[config.mk]
export PLATFORM = sky130hd
export DESIGN_NAME = tdcs_regs
export DESIGN_NICKNAME = d
export VERILOG_FILES = /design/src/hdl/tdcs_pkg.sv /design/src/hdl/tdcs_sync.sv /design/src/hdl/tdcs_test_mux.sv /design/src/hdl/tdcs_regs.sv
export VERILOG_INCLUDE_DIRS = /design/src /design/src/hdl
export SDC_FILE = /design/constraint.sdc
export NUM_CORES = 1
export LEC_CHECK = 0
export BUFFER_PORTS_ARGS = -buffer_cell sky130_fd_sc_hd__clkbuf_2
export CAP_MARGIN = 10
export CORE_MARGIN = 2
export CORE_UTILIZATION = 49
export CTS_CLUSTER_DIAMETER = 30
export DETAILED_ROUTE_END_ITERATION = 16
export GPL_TIMING_DRIVEN = 0
export PLACE_DENSITY = 0.85
export SYNTH_ARGS = -nofsm -noshare
export SYNTH_HDL_FRONTEND = slang
export SYNTH_SLANG_ARGS = --single-unit
[constraint.sdc]
create_clock -name sys_clk_i -period 7.87 [get_ports sys_clk_i]
set_input_delay 0.787 -clock sys_clk_i [delete_from_list [all_inputs] [get_ports sys_clk_i]]
set_output_delay 0.787 -clock sys_clk_i [all_outputs]
set_load 0.02 [all_outputs]
[src/hdl/tdcs_params.svh]
// Named offsets, field positions, reset values and counts of the test, debug and clock select registers.
// Assumes inclusion by bare name from every design file that decodes these registers.
`ifndef TDCS_PARAMS_SVH
`define TDCS_PARAMS_SVH

`define TDCS_IDX_PORT     16'h03DE
`define TDCS_DATA_PORT    16'h03DF

`define TDCS_IDX_TEST1    8'h03
`define TDCS_IDX_TEST2    8'h04
`define TDCS_IDX_CLKSEL   8'h06
`define TDCS_IDX_STRAP    8'h07

`define TDCS_RST_TEST1    8'h00
`define TDCS_RST_TEST2    8'h00
`define TDCS_RST_CLKSEL   8'h00
`define TDCS_RST_BYTE     8'h00

`define TDCS_T1_SEL       2:0
`define TDCS_T1_FLUSH     4
`define TDCS_T1_SCAN_ATTR 5
`define TDCS_T1_VSYNC     5
`define TDCS_T1_DEBUG     6
`define TDCS_T1_GLOBAL    7
`define TDCS_T2_FORCE_RDY 0

`define TDCS_MODE_CNT     3'h0
`define TDCS_DBG_RSVD     3'h7

`define TDCS_CS_PINS      3:0
`define TDCS_CS_MISC      1:0
`define TDCS_CS_EXTD      2
`define TDCS_MISC_CS      3:2
`define TDCS_EXTD_CS      5

`define TDCS_STRAP_ROMW   0
`define TDCS_STRAP_SETTLE 3'h4

`endif

[src/hdl/tdcs_pkg.sv]
// Types shared by the test, debug and clock select register bank.
// Assumes no other package; constants live in tdcs_params.svh.
package tdcs_pkg;

  typedef struct packed {
    logic        wr;
    logic        rd;
    logic [15:0] addr;
    logic [7:0]  wdata;
  } tdcs_io_req_s;

  typedef struct packed {
    logic [10:0] vcnt;
    logic [4:0]  row_scan;
    logic [22:0] disp_addr;
    logic [15:0] hcnt;
  } tdcs_crt_cnt_s;

  typedef struct packed {
    logic [2:0] addr_src;
    logic [2:0] state;
    logic       frame;
    logic       cmd;
  } tdcs_dbg_grp_s;

  typedef tdcs_dbg_grp_s [6:0] tdcs_dbg_set_t;

endpackage

[src/hdl/tdcs_sync.sv]
// Three-stage synchroniser for pin inputs with agreement filter.
// Assumes the inputs are asynchronous to sys_clk_i; the output moves once stages two and three agree.
`timescale 1ns/1ps
module tdcs_sync #(
  parameter int WIDTH = 8
) (
  input  wire logic             sys_clk_i,
  input  wire logic             sys_rst_i,
  input  wire logic [WIDTH-1:0] async_i,
  output logic      [WIDTH-1:0] sync_o
);
  genvar b;
  generate
    for (b = 0; b < WIDTH; b++)
    begin : g_bit
      logic s1_reg;
      logic s2_reg;
      logic s3_reg;
      always_ff @(posedge sys_clk_i or posedge sys_rst_i)
      begin
        if (sys_rst_i)
        begin
          s1_reg    <= 1'b0;
          s2_reg    <= 1'b0;
          s3_reg    <= 1'b0;
          sync_o[b] <= 1'b0;
        end
        else
        begin
          s1_reg <= async_i[b];
          s2_reg <= s1_reg;
          s3_reg <= s2_reg;
          if (s2_reg == s3_reg)
          begin
            sync_o[b] <= s3_reg;
          end
        end
      end
    end
  endgenerate
endmodule // tdcs_sync

[src/hdl/tdcs_test_mux.sv]
// Selects the counter slice for counter test and the signal group for debug routing.
// Assumes counters and debug groups are on sys_clk_i; the result is combinational and registered by the caller.
`timescale 1ns/1ps
`include "tdcs_params.svh"
module tdcs_test_mux (
  input  wire logic [2:0]             slice_sel_i,
  input  wire logic [2:0]             dbg_sel_i,
  input  wire tdcs_pkg::tdcs_crt_cnt_s crt_cnt_i,
  input  wire tdcs_pkg::tdcs_dbg_set_t dbg_set_i,
  output logic      [15:0]            slice_o,
  output logic      [7:0]             dbg_byte_o
);
  import tdcs_pkg::*;

  always_comb
  begin
    case (slice_sel_i)
      3'h0, 3'h2: slice_o = {5'h00, crt_cnt_i.vcnt};
      3'h1:       slice_o = {8'h00, crt_cnt_i.vcnt[10:8], crt_cnt_i.row_scan};
      3'h3:       slice_o = {8'h00, crt_cnt_i.disp_addr[7:0]};
      3'h4:       slice_o = {8'h00, crt_cnt_i.disp_addr[15:8]};
      3'h5:       slice_o = {9'h000, crt_cnt_i.disp_addr[22:16]};
      3'h6:       slice_o = {8'h00, crt_cnt_i.hcnt[7:0]};
      default:    slice_o = {8'h00, crt_cnt_i.hcnt[15:8]};
    endcase
  end

  // Group layout places address source, state, frame and command from high to low.
  always_comb
  begin
    if (dbg_sel_i == `TDCS_DBG_RSVD)
    begin
      dbg_byte_o = 8'h00;
    end
    else
    begin
      dbg_byte_o = dbg_set_i[dbg_sel_i];
    end
  end
endmodule // tdcs_test_mux

[src/hdl/tdcs_regs.sv]
// Test, debug, video clock select and strap registers behind the extended index/data port pair.
// Assumes host I/O requests are one-cycle strobes on sys_clk_i; strap and system data pins are asynchronous.
`timescale 1ns/1ps
`include "tdcs_params.svh"
module tdcs_regs (
  input  wire logic                    sys_clk_i,
  input  wire logic                    sys_rst_i,
  input  wire tdcs_pkg::tdcs_io_req_s  io_req_i,
  output logic      [7:0]              io_rdata_o,
  output logic                         io_rdata_valid_o,
  input  wire logic                    misc_out_wr_i,
  input  wire logic [7:0]              misc_out_wdata_i,
  input  wire logic                    ext_d_wr_i,
  input  wire logic [7:0]              ext_d_wdata_i,
  output logic      [3:0]              clk_sel_pins_o,
  input  wire logic [7:0]              mem_data_strap_lines_i,
  output logic                         rom_wide_o,
  input  wire logic [15:0]             system_data_bus_i,
  output logic      [15:0]             system_data_bus_o,
  output logic                         system_data_bus_oe_o,
  input  wire tdcs_pkg::tdcs_crt_cnt_s crt_cnt_i,
  input  wire logic                    text_mode_i,
  input  wire logic [7:0]              font_data_i,
  input  wire logic [7:0]              attr_data_i,
  input  wire logic [7:0]              graphics_pixel_data_i,
  output logic      [7:0]              font_data_o,
  output logic      [7:0]              attr_data_o,
  output logic      [7:0]              graphics_pixel_data_o,
  input  wire logic                    mem_wr_done_i,
  output logic                         cache_flush_o,
  input  wire logic                    vsync_i,
  output logic                         vsync_o,
  input  wire tdcs_pkg::tdcs_dbg_set_t dbg_set_i,
  input  wire logic [7:0]              pixel_hi_i,
  output logic      [7:0]              pixel_hi_o,
  output logic                         coproc_force_ready_o
);
  import tdcs_pkg::*;

  logic [7:0]  index_reg;
  logic [7:0]  chip_test_debug_control_reg;
  logic [7:0]  coproc_test_control_reg;
  logic [7:0]  video_clock_selection_reg;
  logic [7:0]  board_strap_config_one_reg;
  logic [2:0]  strap_cnt_reg;
  logic        strap_done_reg;
  logic [2:0]  slice_cnt_reg;
  logic        vsync_tog_reg;
  logic        vsync_bit_reg;
  logic [7:0]  strap_sync;
  logic [15:0] sd_sync;
  logic [15:0] slice;
  logic [7:0]  dbg_byte;
  logic [7:0]  rdata_next;
  logic        rhit_next;
  logic        idx_hit;
  logic        dat_hit;
  logic        wr_idx;
  logic        wr_dat;
  logic        rd_idx;
  logic        rd_dat;
  logic        test_on;
  logic        cnt_mode;
  logic        scan_attr;
  logic        dbg_mode;

  assign idx_hit   = io_req_i.addr == `TDCS_IDX_PORT;
  assign dat_hit   = io_req_i.addr == `TDCS_DATA_PORT;
  assign wr_idx    = io_req_i.wr & idx_hit;
  assign wr_dat    = io_req_i.wr & dat_hit;
  assign rd_idx    = io_req_i.rd & idx_hit;
  assign rd_dat    = io_req_i.rd & dat_hit;
  assign test_on   = chip_test_debug_control_reg[`TDCS_T1_GLOBAL];
  assign cnt_mode  = test_on && (chip_test_debug_control_reg[`TDCS_T1_SEL] == `TDCS_MODE_CNT);
  assign scan_attr = test_on && chip_test_debug_control_reg[`TDCS_T1_SCAN_ATTR];
  assign dbg_mode  = chip_test_debug_control_reg[`TDCS_T1_DEBUG];

  tdcs_sync #(.WIDTH(8)) u_strap_sync (
    .sys_clk_i (sys_clk_i),
    .sys_rst_i (sys_rst_i),
    .async_i   (mem_data_strap_lines_i),
    .sync_o    (strap_sync)
  );

  tdcs_sync #(.WIDTH(16)) u_sd_sync (
    .sys_clk_i (sys_clk_i),
    .sys_rst_i (sys_rst_i),
    .async_i   (system_data_bus_i),
    .sync_o    (sd_sync)
  );

  tdcs_test_mux u_test_mux (
    .slice_sel_i (slice_cnt_reg),
    .dbg_sel_i   (chip_test_debug_control_reg[`TDCS_T1_SEL]),
    .crt_cnt_i   (crt_cnt_i),
    .dbg_set_i   (dbg_set_i),
    .slice_o     (slice),
    .dbg_byte_o  (dbg_byte)
  );

  // Index first, then data port accesses the indexed register.
  always_ff @(posedge sys_clk_i or posedge sys_rst_i)
  begin
    if (sys_rst_i)
    begin
      index_reg <= `TDCS_RST_BYTE;
    end
    else if (wr_idx)
    begin
      index_reg <= io_req_i.wdata;
    end
  end

  always_ff @(posedge sys_clk_i or posedge sys_rst_i)
  begin
    if (sys_rst_i)
    begin
      chip_test_debug_control_reg <= `TDCS_RST_TEST1;
      coproc_test_control_reg     <= `TDCS_RST_TEST2;
    end
    else if (wr_dat)
    begin
      if (index_reg == `TDCS_IDX_TEST1)
      begin
        chip_test_debug_control_reg <= io_req_i.wdata;
      end
      if (index_reg == `TDCS_IDX_TEST2)
      begin
        coproc_test_control_reg <= io_req_i.wdata;
      end
    end
  end

  // One storage serves all three write paths, so every location reads the same bits.
  always_ff @(posedge sys_clk_i or posedge sys_rst_i)
  begin
    if (sys_rst_i)
    begin
      video_clock_selection_reg <= `TDCS_RST_CLKSEL;
    end
    else if (wr_dat && (index_reg == `TDCS_IDX_CLKSEL))
    begin
      video_clock_selection_reg <= io_req_i.wdata;
    end
    else
    begin
      if (misc_out_wr_i)
      begin
        video_clock_selection_reg[`TDCS_CS_MISC] <= misc_out_wdata_i[`TDCS_MISC_CS];
      end
      if (ext_d_wr_i)
      begin
        video_clock_selection_reg[`TDCS_CS_EXTD] <= ext_d_wdata_i[`TDCS_EXTD_CS];
      end
    end
  end

  assign clk_sel_pins_o = video_clock_selection_reg[`TDCS_CS_PINS];

  // Straps cannot be taken under reset; capture waits until the three-flop filter has passed them on.
  always_ff @(posedge sys_clk_i or posedge sys_rst_i)
  begin
    if (sys_rst_i)
    begin
      strap_cnt_reg              <= 3'h0;
      strap_done_reg             <= 1'b0;
      board_strap_config_one_reg <= `TDCS_RST_BYTE;
    end
    else if (!strap_done_reg)
    begin
      strap_cnt_reg <= strap_cnt_reg + 3'h1;
      if (strap_cnt_reg == `TDCS_STRAP_SETTLE)
      begin
        board_strap_config_one_reg <= strap_sync;
        strap_done_reg             <= 1'b1;
      end
    end
  end

  assign rom_wide_o = board_strap_config_one_reg[`TDCS_STRAP_ROMW];

  always_comb
  begin
    rdata_next = 8'h00;
    rhit_next  = 1'b1;
    if (rd_idx)
    begin
      rdata_next = index_reg;
    end
    else
    begin
      case (index_reg)
        `TDCS_IDX_TEST1:  rdata_next = chip_test_debug_control_reg;
        `TDCS_IDX_TEST2:  rdata_next = coproc_test_control_reg;
        `TDCS_IDX_CLKSEL: rdata_next = video_clock_selection_reg;
        `TDCS_IDX_STRAP:  rdata_next = board_strap_config_one_reg;
        default:          rhit_next  = 1'b0;
      endcase
    end
  end

  always_ff @(posedge sys_clk_i or posedge sys_rst_i)
  begin
    if (sys_rst_i)
    begin
      io_rdata_o       <= 8'h00;
      io_rdata_valid_o <= 1'b0;
    end
    else
    begin
      io_rdata_o       <= (rd_idx || (rd_dat && rhit_next)) ? rdata_next : 8'h00;
      io_rdata_valid_o <= rd_idx || (rd_dat && rhit_next);
    end
  end

  // The slice counter free-runs while counter test is active.
  always_ff @(posedge sys_clk_i or posedge sys_rst_i)
  begin
    if (sys_rst_i)
    begin
      slice_cnt_reg        <= 3'h0;
      system_data_bus_o    <= 16'h0000;
      system_data_bus_oe_o <= 1'b0;
    end
    else
    begin
      slice_cnt_reg        <= cnt_mode ? slice_cnt_reg + 3'h1 : 3'h0;
      system_data_bus_o    <= cnt_mode ? slice : 16'h0000;
      system_data_bus_oe_o <= cnt_mode;
    end
  end

  always_ff @(posedge sys_clk_i or posedge sys_rst_i)
  begin
    if (sys_rst_i)
    begin
      font_data_o           <= 8'h00;
      attr_data_o           <= 8'h00;
      graphics_pixel_data_o <= 8'h00;
    end
    else
    begin
      font_data_o           <= (scan_attr && text_mode_i) ? sd_sync[15:8] : font_data_i;
      attr_data_o           <= (scan_attr && text_mode_i) ? sd_sync[7:0] : attr_data_i;
      graphics_pixel_data_o <= (scan_attr && !text_mode_i) ? sd_sync[15:8] : graphics_pixel_data_i;
    end
  end

  always_ff @(posedge sys_clk_i or posedge sys_rst_i)
  begin
    if (sys_rst_i)
    begin
      cache_flush_o <= 1'b0;
    end
    else
    begin
      cache_flush_o <= mem_wr_done_i && chip_test_debug_control_reg[`TDCS_T1_FLUSH];
    end
  end

  // Either direction of change flips the sync, so software toggles it by writing alternate values.
  always_ff @(posedge sys_clk_i or posedge sys_rst_i)
  begin
    if (sys_rst_i)
    begin
      vsync_bit_reg <= 1'b0;
      vsync_tog_reg <= 1'b0;
    end
    else
    begin
      vsync_bit_reg <= chip_test_debug_control_reg[`TDCS_T1_VSYNC];
      if (vsync_bit_reg != chip_test_debug_control_reg[`TDCS_T1_VSYNC])
      begin
        vsync_tog_reg <= ~vsync_tog_reg;
      end
    end
  end

  assign vsync_o = vsync_i ^ vsync_tog_reg;

  always_ff @(posedge sys_clk_i or posedge sys_rst_i)
  begin
    if (sys_rst_i)
    begin
      pixel_hi_o <= 8'h00;
    end
    else
    begin
      pixel_hi_o <= dbg_mode ? dbg_byte : pixel_hi_i;
    end
  end

  assign coproc_force_ready_o = coproc_test_control_reg[`TDCS_T2_FORCE_RDY];
endmodule // tdcs_regs

==> results of run 1 <==
-- through the flow --
stage / setup TNS (ns) / setup WS, ns / util (%) / std cells / instance area [um^2]
final: 0 / 5.25 / 65.2 / 1042 / 9990
after global routing: 0 / 5.23 / 65.2 / 1042 / 9990
after CTS: 0 / 5.27 / 65.2 / 1042 / 9990
after detailed placement: 0 / 4.82 / 61.2 / 1010 / 9370
after global placement: -41.21 / -0.219 / 60.9 / 1008 / 9330
after floorplan: 0 / 1.66 / - / 534 / 7750
-- Yosys cell counts (all sizes together) (2+ instances only) --
| cell | n |
|---|---|
| a21oi | 14 |
| a222oi | 14 |
| a22oi | 8 |
| a31oi | 8 |
| a32oi | 2 |
| and2 | 2 |
| and3 | 3 |
| buf | 13 |
| clkbuf | 18 |
| clkinv | 2 |
| dfrtp | 199 |
| ha | 7 |
| inv | 9 |
| maj3 | 24 |
| mux2 | 68 |
| mux2i | 26 |
| mux4 | 7 |
| nand2 | 7 |
| nand2b | 3 |
| nand3 | 2 |
| nand3b | 3 |
| nand4 | 3 |
| nor2 | 19 |
| nor2b | 11 |
| nor4 | 4 |
| o21a | 6 |
| o21ai | 15 |
| o22ai | 8 |
| or4 | 3 |
| or4b | 2 |
| xnor2 | 4 |
-- worst paths after layout --
check / start / end / slack [ns]
worst max-delay path: io_req_i[19] / coproc_test_control_reg[4] / 5.25
worst min-delay path: u_sd_sync.g_bit[11].s1_reg / u_sd_sync.g_bit[11].s2_reg / 0.35
worst max register to register: index_reg[3] / chip_test_debug_control_reg[5] / 5.33
worst min register to register: u_sd_sync.g_bit[11].s1_reg / u_sd_sync.g_bit[11].s2_reg / 0.35
max in group asynchronous: sys_rst_i / video_clock_selection_reg[4] / 6.51
min in group asynchronous: sys_rst_i / system_data_bus_o[8] / 0.42
-- worst max-delay path, stage by stage --
cell and delay, ns:
clkbuf_2 0.09, or4b_4 0.53, or4_4 0.54, nor4_4 0.57, mux2_2 0.41
-- power breakdown --
group,internal [W],switching [W],total (W)
sequential,0.00107,0.0000222,0.00109
clock,0.000509,0.000385,0.000895
combinational,0.0000756,0.0000727,0.000148
total,0.00165,0.000480,0.00213
-- cells by family after synthesis --
family                     synth area share [%]
muxes                                      15.3
and+or+nand+nor                            5.42
AOI/OAI and AO/OA                          7.54
other                                    0.0485
buffers and inverters                      2.48
adders and majority gates                  4.24
xor gates and xnor gates                  0.566
DFF                                        64.4
-- cell type report --
class / instances / area (um^2)
buffer: 31 / 150
clock buffer: 18 / 429
clock inverter: 14 / 190
fill: 1156 / 5330
inverter: 11 / 48.8
multi-input combinational: 293 / 2580
sequential: 199 / 4980
tap: 211 / 264
timing repair buffer: 265 / 1350
-- routing by layer --
metal	vias up	global-route usage (%)	routed length [um]
li1	2512	-	-
met3	23	6.61	1290
met2	224	36.2	8590
met5	-	0	0
met4	0	7.15	305
met1	2695	25.3	6780
==> impl_metrics.yaml, run 1 <==
grt:
  track_usage_pct: 21.1
  grt_pass1_wl_mm: 27.0
  antenna_found_initial: 0
  grt_overflow: 0
  grt_pass1_vias: 5438
  grt_max_degree: 112
logic_synthesis:
  postSynthAreaPerCell_um2: 14.6
  synth_area_um2: 7730
  ys_seq_area_share_pct: 64.4
  netlist_instances: 530
  synth_edf_count: 0
  yosys_warnings: 0
  ys_types: 52
  netlist.area_leader.share_pct: 64.4
  yosysTopAreaCell: "dfrtp_1"
  ys.flop_type: "dfrtp_1"
  synth_area_leaders: "dfrtp_1 (64%), mux2_2 (9.9%), mux2i_1 (3.4%)"
  async_flop_share_pct: 100
  synth-seq-cells: 199
cts:
  clock_latency_ns: 0.43
  ctsResizeCount: 0
  cts.clk_slew.worst_paths_ns: 0.07
  cts.sinks: 199
  cts_made_buffers: 17
  cts_hold_buf: 0
  ctsHtreeMaxLevel: 4
  clk_path_buf_depth: 2
  post_cts_buffers: 0
  cts_tree: "built"
  clock-root-buffer: "clkbuf_16"
floorplanning:
  ioPinCount: 282
  start_util_pct: 50.5
  die_w_um: 130
  die_h_um: 130
  row_count: 45
  core_um2: 15300
  dieArea_um2: 16800
drt:
  ant_nets: 0
  drt_iter0_drc: 350
  firstDrtPassIters: 8
  wl_mm: 17.0
  num_vias: 5454
  drc: 0
  vias_per_cell: 5.23
  wl_per_cell_um: 16.3
finish:
  drive_gt1_share_pct: 46.7
  diodes: 0
  fin_nets: 1041
  final_common_cell: "clkbuf_2"
  final_cell_mix: "clkbuf_2 (263), dfrtp_1 (199), mux2_2 (68)"
  syn2layout_area_growth_pct: 29.2
placed_design:
  port_buffers: 263
  dp_hpwl_mm: 12.6
  place.gp.congestion: 0.895
hold_path:
  min_path_type: "register to register"
  min_path_cells: 0
timing:
  worstMarginPinSlew_ns: 1.17
  relSlewSlack_pct: 21.2
  slew_violations: 0
  min_period_ns: 2.62
  finClkSkew_ns: 0.00809
  hold_violations: 0
  max_freq_ghz: 0.382
  setup_viol: 0
  fin_crit_sh_pct: 33.3
  holdWs_ns: 0.349
  rsz0062_at_grt: "no"
power:
  p_per_area_nw_per_um2: 213
  power.leakage_nw: 4.77
  ir_drop_v: 0.000161
  p_total_w: 0.00213
job:
  drv_cap: 0
outcome:
  status: "finished clean"
setup_path:
  crit_fanout: 8
  reg2reg_depth: 4
  end_kind: "register"
  worstSetupStartpointType: "input port"
  critPathKind: "input port to register"
  crit_arrival_ns: 2.92
  required_ns: 8.18
Power figures use the tool's default switching activity.
==> run 2: changes to the inputs <==
Settings changed: CORE_UTILIZATION 49 to 45, PLACE_DENSITY 0.85 to 0.83.
Clock period 7.87 ns to 2.1 ns, I/O delays scaled along.
==> run 2 against run 1 <==
  * First-iteration DRC count grew 5.7%
  * Total power grew to 3.6 times the previous value
  * Critical path depth grew 2
  * Critical path type is now register to register
  * Clock-buffer cell count shrank 1
  * Clock power grew to 3.4 times the previous value
  * Cell area grew 4.0%
  * Largest cell class unchanged
  * Die area grew 8.6%
  * Combinational power grew to 4.2 times the previous value
==> impl_metrics.yaml, run 2 (synthesized netlist as in run 1, its figures left out) <==
cts:
  cts.sinks: 199
  clock-root-buffer: "clkbuf_16"
  ctsHtreeMaxLevel: 4
  cts_made_buffers: 17
  cts_tree: "built"
  cts.clk_slew.worst_paths_ns: 0.07
  clk_path_buf_depth: 2
  clock_latency_ns: 0.42
placed_design:
  place.gp.congestion: 0.871
  place_ws_ns: -0.340
  port_buffers: 263
  dp_hpwl_mm: 12.8
  place_area_um2: 9460
  placed_cells: 1023
floorplanning:
  start_util_pct: 46.3
  ioPinCount: 282
  row_count: 47
  dieArea_um2: 18200
  core_um2: 16700
  die_h_um: 135
  die_w_um: 135
grt:
  grt_pass1_wl_mm: 29.2
  grt_max_degree: 44
  grt_pass1_vias: 5923
  antenna_found_initial: 0
  track_usage_pct: 20.4
  grt_overflow: 0
hold_path:
  worstHoldStart: "graphics_pixel_data_i[2]"
  min_path_type: "input port to register"
timing:
  setup_ws_ns: 0.139
  slew_violations: 0
  max_freq_ghz: 0.510
  timing.setup.tns_ns: 0
  min_period_ns: 1.96
  holdWs_ns: 0.0161
  worstMarginPinSlew_ns: 0.707
  finClkSkew_ns: 0.0152
  relSlewSlack_pct: 52.9
  hold_violations: 0
  fin_crit_sh_pct: 93.4
  setup_viol: 0
  rsz0062_at_grt: "yes"
finish:
  stdcell_area_um2: 10400
  syn2layout_area_growth_pct: 34.3
  diodes: 0
  fin_cells: 1084
  drive_gt1_share_pct: 47.3
  fin_nets: 1074
  final_common_cell: "clkbuf_2"
  final_cell_mix: "clkbuf_2 (265), dfrtp_1 (197), mux2_2 (65)"
setup_path:
  crit_arrival_ns: 2.26
  critPathMaxStageDelay_ns: 0.44
  worstSetupStartpointType: "register"
  reg2reg_from: "slice_cnt_reg[1]"
  critPathSlowestCell: "a222oi_1"
  crit_chain: "inv_1 -> ha_1 -> nor2b_1 -> clkbuf_1 -> a222oi_1 -> o21a_1 -> a21oi_1"
  crit_start: "slice_cnt_reg[1]"
  critPathKind: "register to register"
  end_kind: "register"
  required_ns: 2.40
  crit_fanout: 9
drt:
  num_vias: 5571
  vias_per_cell: 5.14
  ant_nets: 0
  drt_iter0_drc: 370
  wl_mm: 18.0
  firstDrtPassIters: 7
  wl_per_cell_um: 16.6
  drc: 0
power:
  p_per_area_nw_per_um2: 749
  ir_drop_v: 0.000569
  power.leakage_nw: 4.94
job:
  drv_cap: 0
outcome:
  status: "finished clean"
-- run 2: cell types whose count changed in the layout (fill, tap and decap cells not counted), sizes merged --
cell / delta
clkinvlp: +1
dlygate4sd3: +31
clkinv: -1
inv: +4
buf: +7
clkbuf: -6
bufinv: -3
-- run 2: power breakdown --
group / total (W) / switching [W] / internal [W]
Combinational: 0.000620 / 0.000286 / 0.000334
Clock: 0.00307 / 0.00150 / 0.00157
Sequential: 0.00408 / 0.0000838 / 0.00399
Total: 0.00777 / 0.00187 / 0.00590
-- run 2: repair_timing --
action	4_1_cts	5_1_grt
gates resized for setup	10	8
pin swaps	3	1
cloned	0	0
endpoints found under the hold margin	73	1
endpoints found under the setup margin	35	16
buffers inserted	4	0
hold buffers	30	1
-- run 2: worst paths after layout --
| kind | endpoint | slack (ns) | cells after the start |
|---|---|---|---|
| hold reg to reg | u_strap_sync.g_bit[5].s2_reg | 0.35 | 0 |
| min in group asynchronous | u_sd_sync.sync_o[4] | 0.24 | 3 |
| setup / recovery | system_data_bus_o[5] | 0.14 | 7 |
| setup reg to reg | system_data_bus_o[5] | 0.14 | 7 |
| max in group asynchronous | board_strap_config_one_reg[7] | 0.61 | 7 |
| hold / removal | graphics_pixel_data_o[2] | 0.02 | 2 |
-- run 2: cell type report --
class	count	area (um^2)
clock buffer	17	425
clock inverter	15	131
fill	1282	6320
buffer	25	134
inverter	11	48.8
timing repair buffer	304	1760
sequential	199	4980
multi-input combinational	293	2620
tap	220	275
-- run 2: per-layer routing --
metal  GRT usage, %  vias up  share of wire, %
met2           33.7      244                49
li1               -     2575                 -
met1           26.1     2723                41
met3           5.67       29               7.7
met5              0        -                 0
met4           7.23        0               1.8
-- run 2: worst max-delay path: cells and delay by family (launching register included) --
family,cells,cell delay (ns)
AO/OA/AOI/OAI,3,0.70
adder cells (fa/ha/maj),1,0.30
buffers and inverters,2,0.28
flip-flops,1,0.38
AND/OR/NAND/NOR,1,0.18
-- run 2: stage by stage --
| step | total power (W) | util [%] |
|---|---|---|
| after floorplan | 0.00440 | - |
| after global placement | 0.00468 | 56.0 |
| after detailed placement | 0.00472 | 56.6 |
| after CTS | 0.00785 | 62.0 |
| after global routing | 0.00813 | 62.2 |
| final | 0.00777 | 62.2 |
==> run 3: changes to the inputs <==
Settings changed: PLACE_DENSITY 0.83 to 0.82, SYNTH_HIERARCHICAL from default to 1.
==> run 3 against run 2 <==
  * Sequential power is 3% higher
  * Synthesized area is 6.2% higher
  * Largest cell class unchanged
  * Die area is 6.0% higher
  * Worst hold slack hardly changed
  * Critical endpoint is now attr_data_o[3]
  * Global-route usage is 2.6 points higher
  * Critical path depth is 4 lower
  * Non-clock buffer count is 42 higher
==> impl_metrics.yaml, run 3 <==
outcome:
  status: "finished clean"
setup_path:
  reg2reg_from: "chip_test_debug_control_reg[7]"
  end_kind: "register"
  required_ns: 2.48
  worstSetupEndpoint: "attr_data_o[3]"
  crit_start: "chip_test_debug_control_reg[7]"
  critPathKind: "register to register"
  rrSetupSlack_ns: 0.13
  r2r-end: "attr_data_o[3]"
  crit_fanout: 10
  crit_arrival_ns: 2.35
  reg2reg_depth: 3
  worstSetupStartpointType: "register"
power:
  p_per_area_nw_per_um2: 949
  ir_drop_v: 0.00139
  power.leakage_nw: 5.77
job:
  drv_cap: 0
timing:
  worstMarginPinSlew_ns: 0.805
  hold_violations: 0
  setup_viol: 0
  timing.setup.tns_ns: 0
  relSlewSlack_pct: 46.3
  finClkSkew_ns: 0.0255
  setup_ws_ns: 0.125
  min_period_ns: 1.97
  fin_crit_sh_pct: 94.0
  slew_violations: 0
  rsz0062_at_grt: "no"
  max_freq_ghz: 0.506
  holdWs_ns: 0.0158
finish:
  fin_util_pct: 66.8
  fin_nets: 1174
  fillCellCount: 1263
  final_cell_mix: "clkbuf_2 (269), dfrtp_1 (204), mux2_2 (69)"
  drive_gt1_share_pct: 49.0
  final_common_cell: "clkbuf_2"
  syn2layout_area_growth_pct: 45.6
cts:
  cts.clk_slew.worst_paths_ns: 0.06
  clock-root-buffer: "clkbuf_16"
  ctsHtreeMaxLevel: 2
  ctsResizeCount: 0
  clk_path_buf_depth: 3
  cts_made_buffers: 37
  clock_latency_ns: 0.51
  cts_tree: "built"
  cts.sinks: 204
logic_synthesis:
  netlist_instances: 575
  netlist.area_leader.share_pct: 62.2
  async_flop_share_pct: 100
  synth_common_cells: "dfrtp_1 (204), mux2_2 (69), nor2_1 (39)"
  synth_area_leaders: "dfrtp_1 (62%), mux2_2 (9.5%), mux2i_1 (3.5%)"
  ys.flop_type: "dfrtp_1"
  synth-seq-cells: 204
  ys_seq_area_share_pct: 62.2
  synth_edf_count: 0
  yosysTopAreaCell: "dfrtp_1"
  ys_types: 56
  postSynthAreaPerCell_um2: 14.3
  yosysMostFrequentCell: "dfrtp_1"
  yosys_warnings: 6
  synth_area_um2: 8210
floorplanning:
  start_util_pct: 45.9
  core_um2: 17900
  die_w_um: 139
  ioPinCount: 282
  die_h_um: 139
  row_count: 49
  dieArea_um2: 19300
grt:
  grt_max_degree: 47
  antenna_found_initial: 1
  grt_overflow: 0
  track_usage_pct: 23.1
  grt_pass1_wl_mm: 35.0
  grt_pass1_vias: 6657
placed_design:
  dp_hpwl_mm: 13.6
  port_buffers: 268
  place.gp.congestion: 0.907
  place_ws_ns: 0.0704
drt:
  ant_nets: 0
  drt_iter0_drc: 266
  firstDrtPassIters: 4
  vias_per_cell: 5.02
  wl_per_cell_um: 18.3
  drc: 0
  wl_mm: 22.2
  num_vias: 6084
hold_path:
  min_path_type: "input port to register"
==> run 3: cell types whose count changed after synthesis, moves of 5 or more <==
cell	before	now
o21a_1	6	0
a21oi_1	14	30
and2_1	2	23
maj3_1	24	0
o21ai_0	15	8
a222oi_1	14	0
a31oi_1	8	2
a22oi_1	8	1
mux2_4	0	9
clkbuf_1	18	9
maj3_2	0	24
dfrtp_1	199	204
nand2_1	7	12
nor2_1	19	39
==> run 3: metrics by stage <==
step	cell area [um^2]	total power [W]	instances
2_1_floorplan	8230	0.00452	579
3_3_place_gp	9860	0.00481	1076
3_5_place_dp	9920	0.00485	1079
4_1_cts	11900	0.0114	1208
5_1_grt	12000	0.0117	1212
6_report	12000	0.0113	1213
==> run 3: cell families after synthesis <==
family                     Yosys count  share of synthesized area (%)
AOI/OAI and AO/OA                   64                           4.80
xor gates and xnor gates             6                          0.640
adders and majority gates           27                           3.75
buffers and inverters               41                           2.96
DFF                                204                           62.2
muxes                              115                           17.0
other                                1                         0.0457
and+or+nand+nor                    117                           8.66
==> run 3: metal layers <==
metal | vias up | track usage [%] | part of all wire [%]
li1 | 2794 | - | -
met1 | 2995 | 27.3 | 39
met2 | 234 | 40.4 | 52
met3 | 61 | 5.66 | 5.9
met4 | 0 | 9.36 | 3.2
met5 | - | 0 | 0
==> run 3: cell type report <==
type                    instances  area, um^2  area share (%)
repair buffers                337        2070            17.3
multi-input cells             334        2880            24.1
clock buffers                  48        1070            8.95
well taps                     229         287            2.40
diodes                          1        2.50          0.0209
plain buffers                  34         216            1.81
clock inverters                19         297            2.48
inverters                       7        30.0           0.251
flip-flops and latches        204        5100            42.7
==> run 3: power by group <==
group	total (W)	switching (W)	leakage, nW	internal (W)
Sequential	0.00422	0.000110	2.52	0.00411
Clock	0.00642	0.00197	0.664	0.00445
Combinational	0.000706	0.000317	2.59	0.000389
==> run 3: critical path, stage by stage (launching register included) <==
cell      delay (ns)
dfrtp_1         0.48
nand3_1         0.36
clkbuf_1        0.58
mux2_2          0.44
==> run 3: repair_timing <==
item,4_1_cts,5_1_grt
hold buffers,62,0
endpoints found under the setup margin,0,16
endpoints found under the hold margin,116,0
buffers inserted,0,3
==> run 3: worst min path at each step <==
stage / start / to / slack [ns] / cells past startpoint
global route: io_req_i[7] / index_reg[7] / 0.02 / 2
CTS: io_req_i[7] / index_reg[7] / 0.003 / 2
global placement: system_data_bus_i[15] / u_sd_sync/g_bit[15].s1_reg / 0.32 / 1
finish: io_req_i[7] / coproc_test_control_reg[7] / 0.02 / 2
floorplan: system_data_bus_i[0] / u_sd_sync/g_bit[0].s1_reg / 0.24 / 0
detailed placement: sys_rst_i / u_sd_sync/sync_o[4] / 0.26 / 2
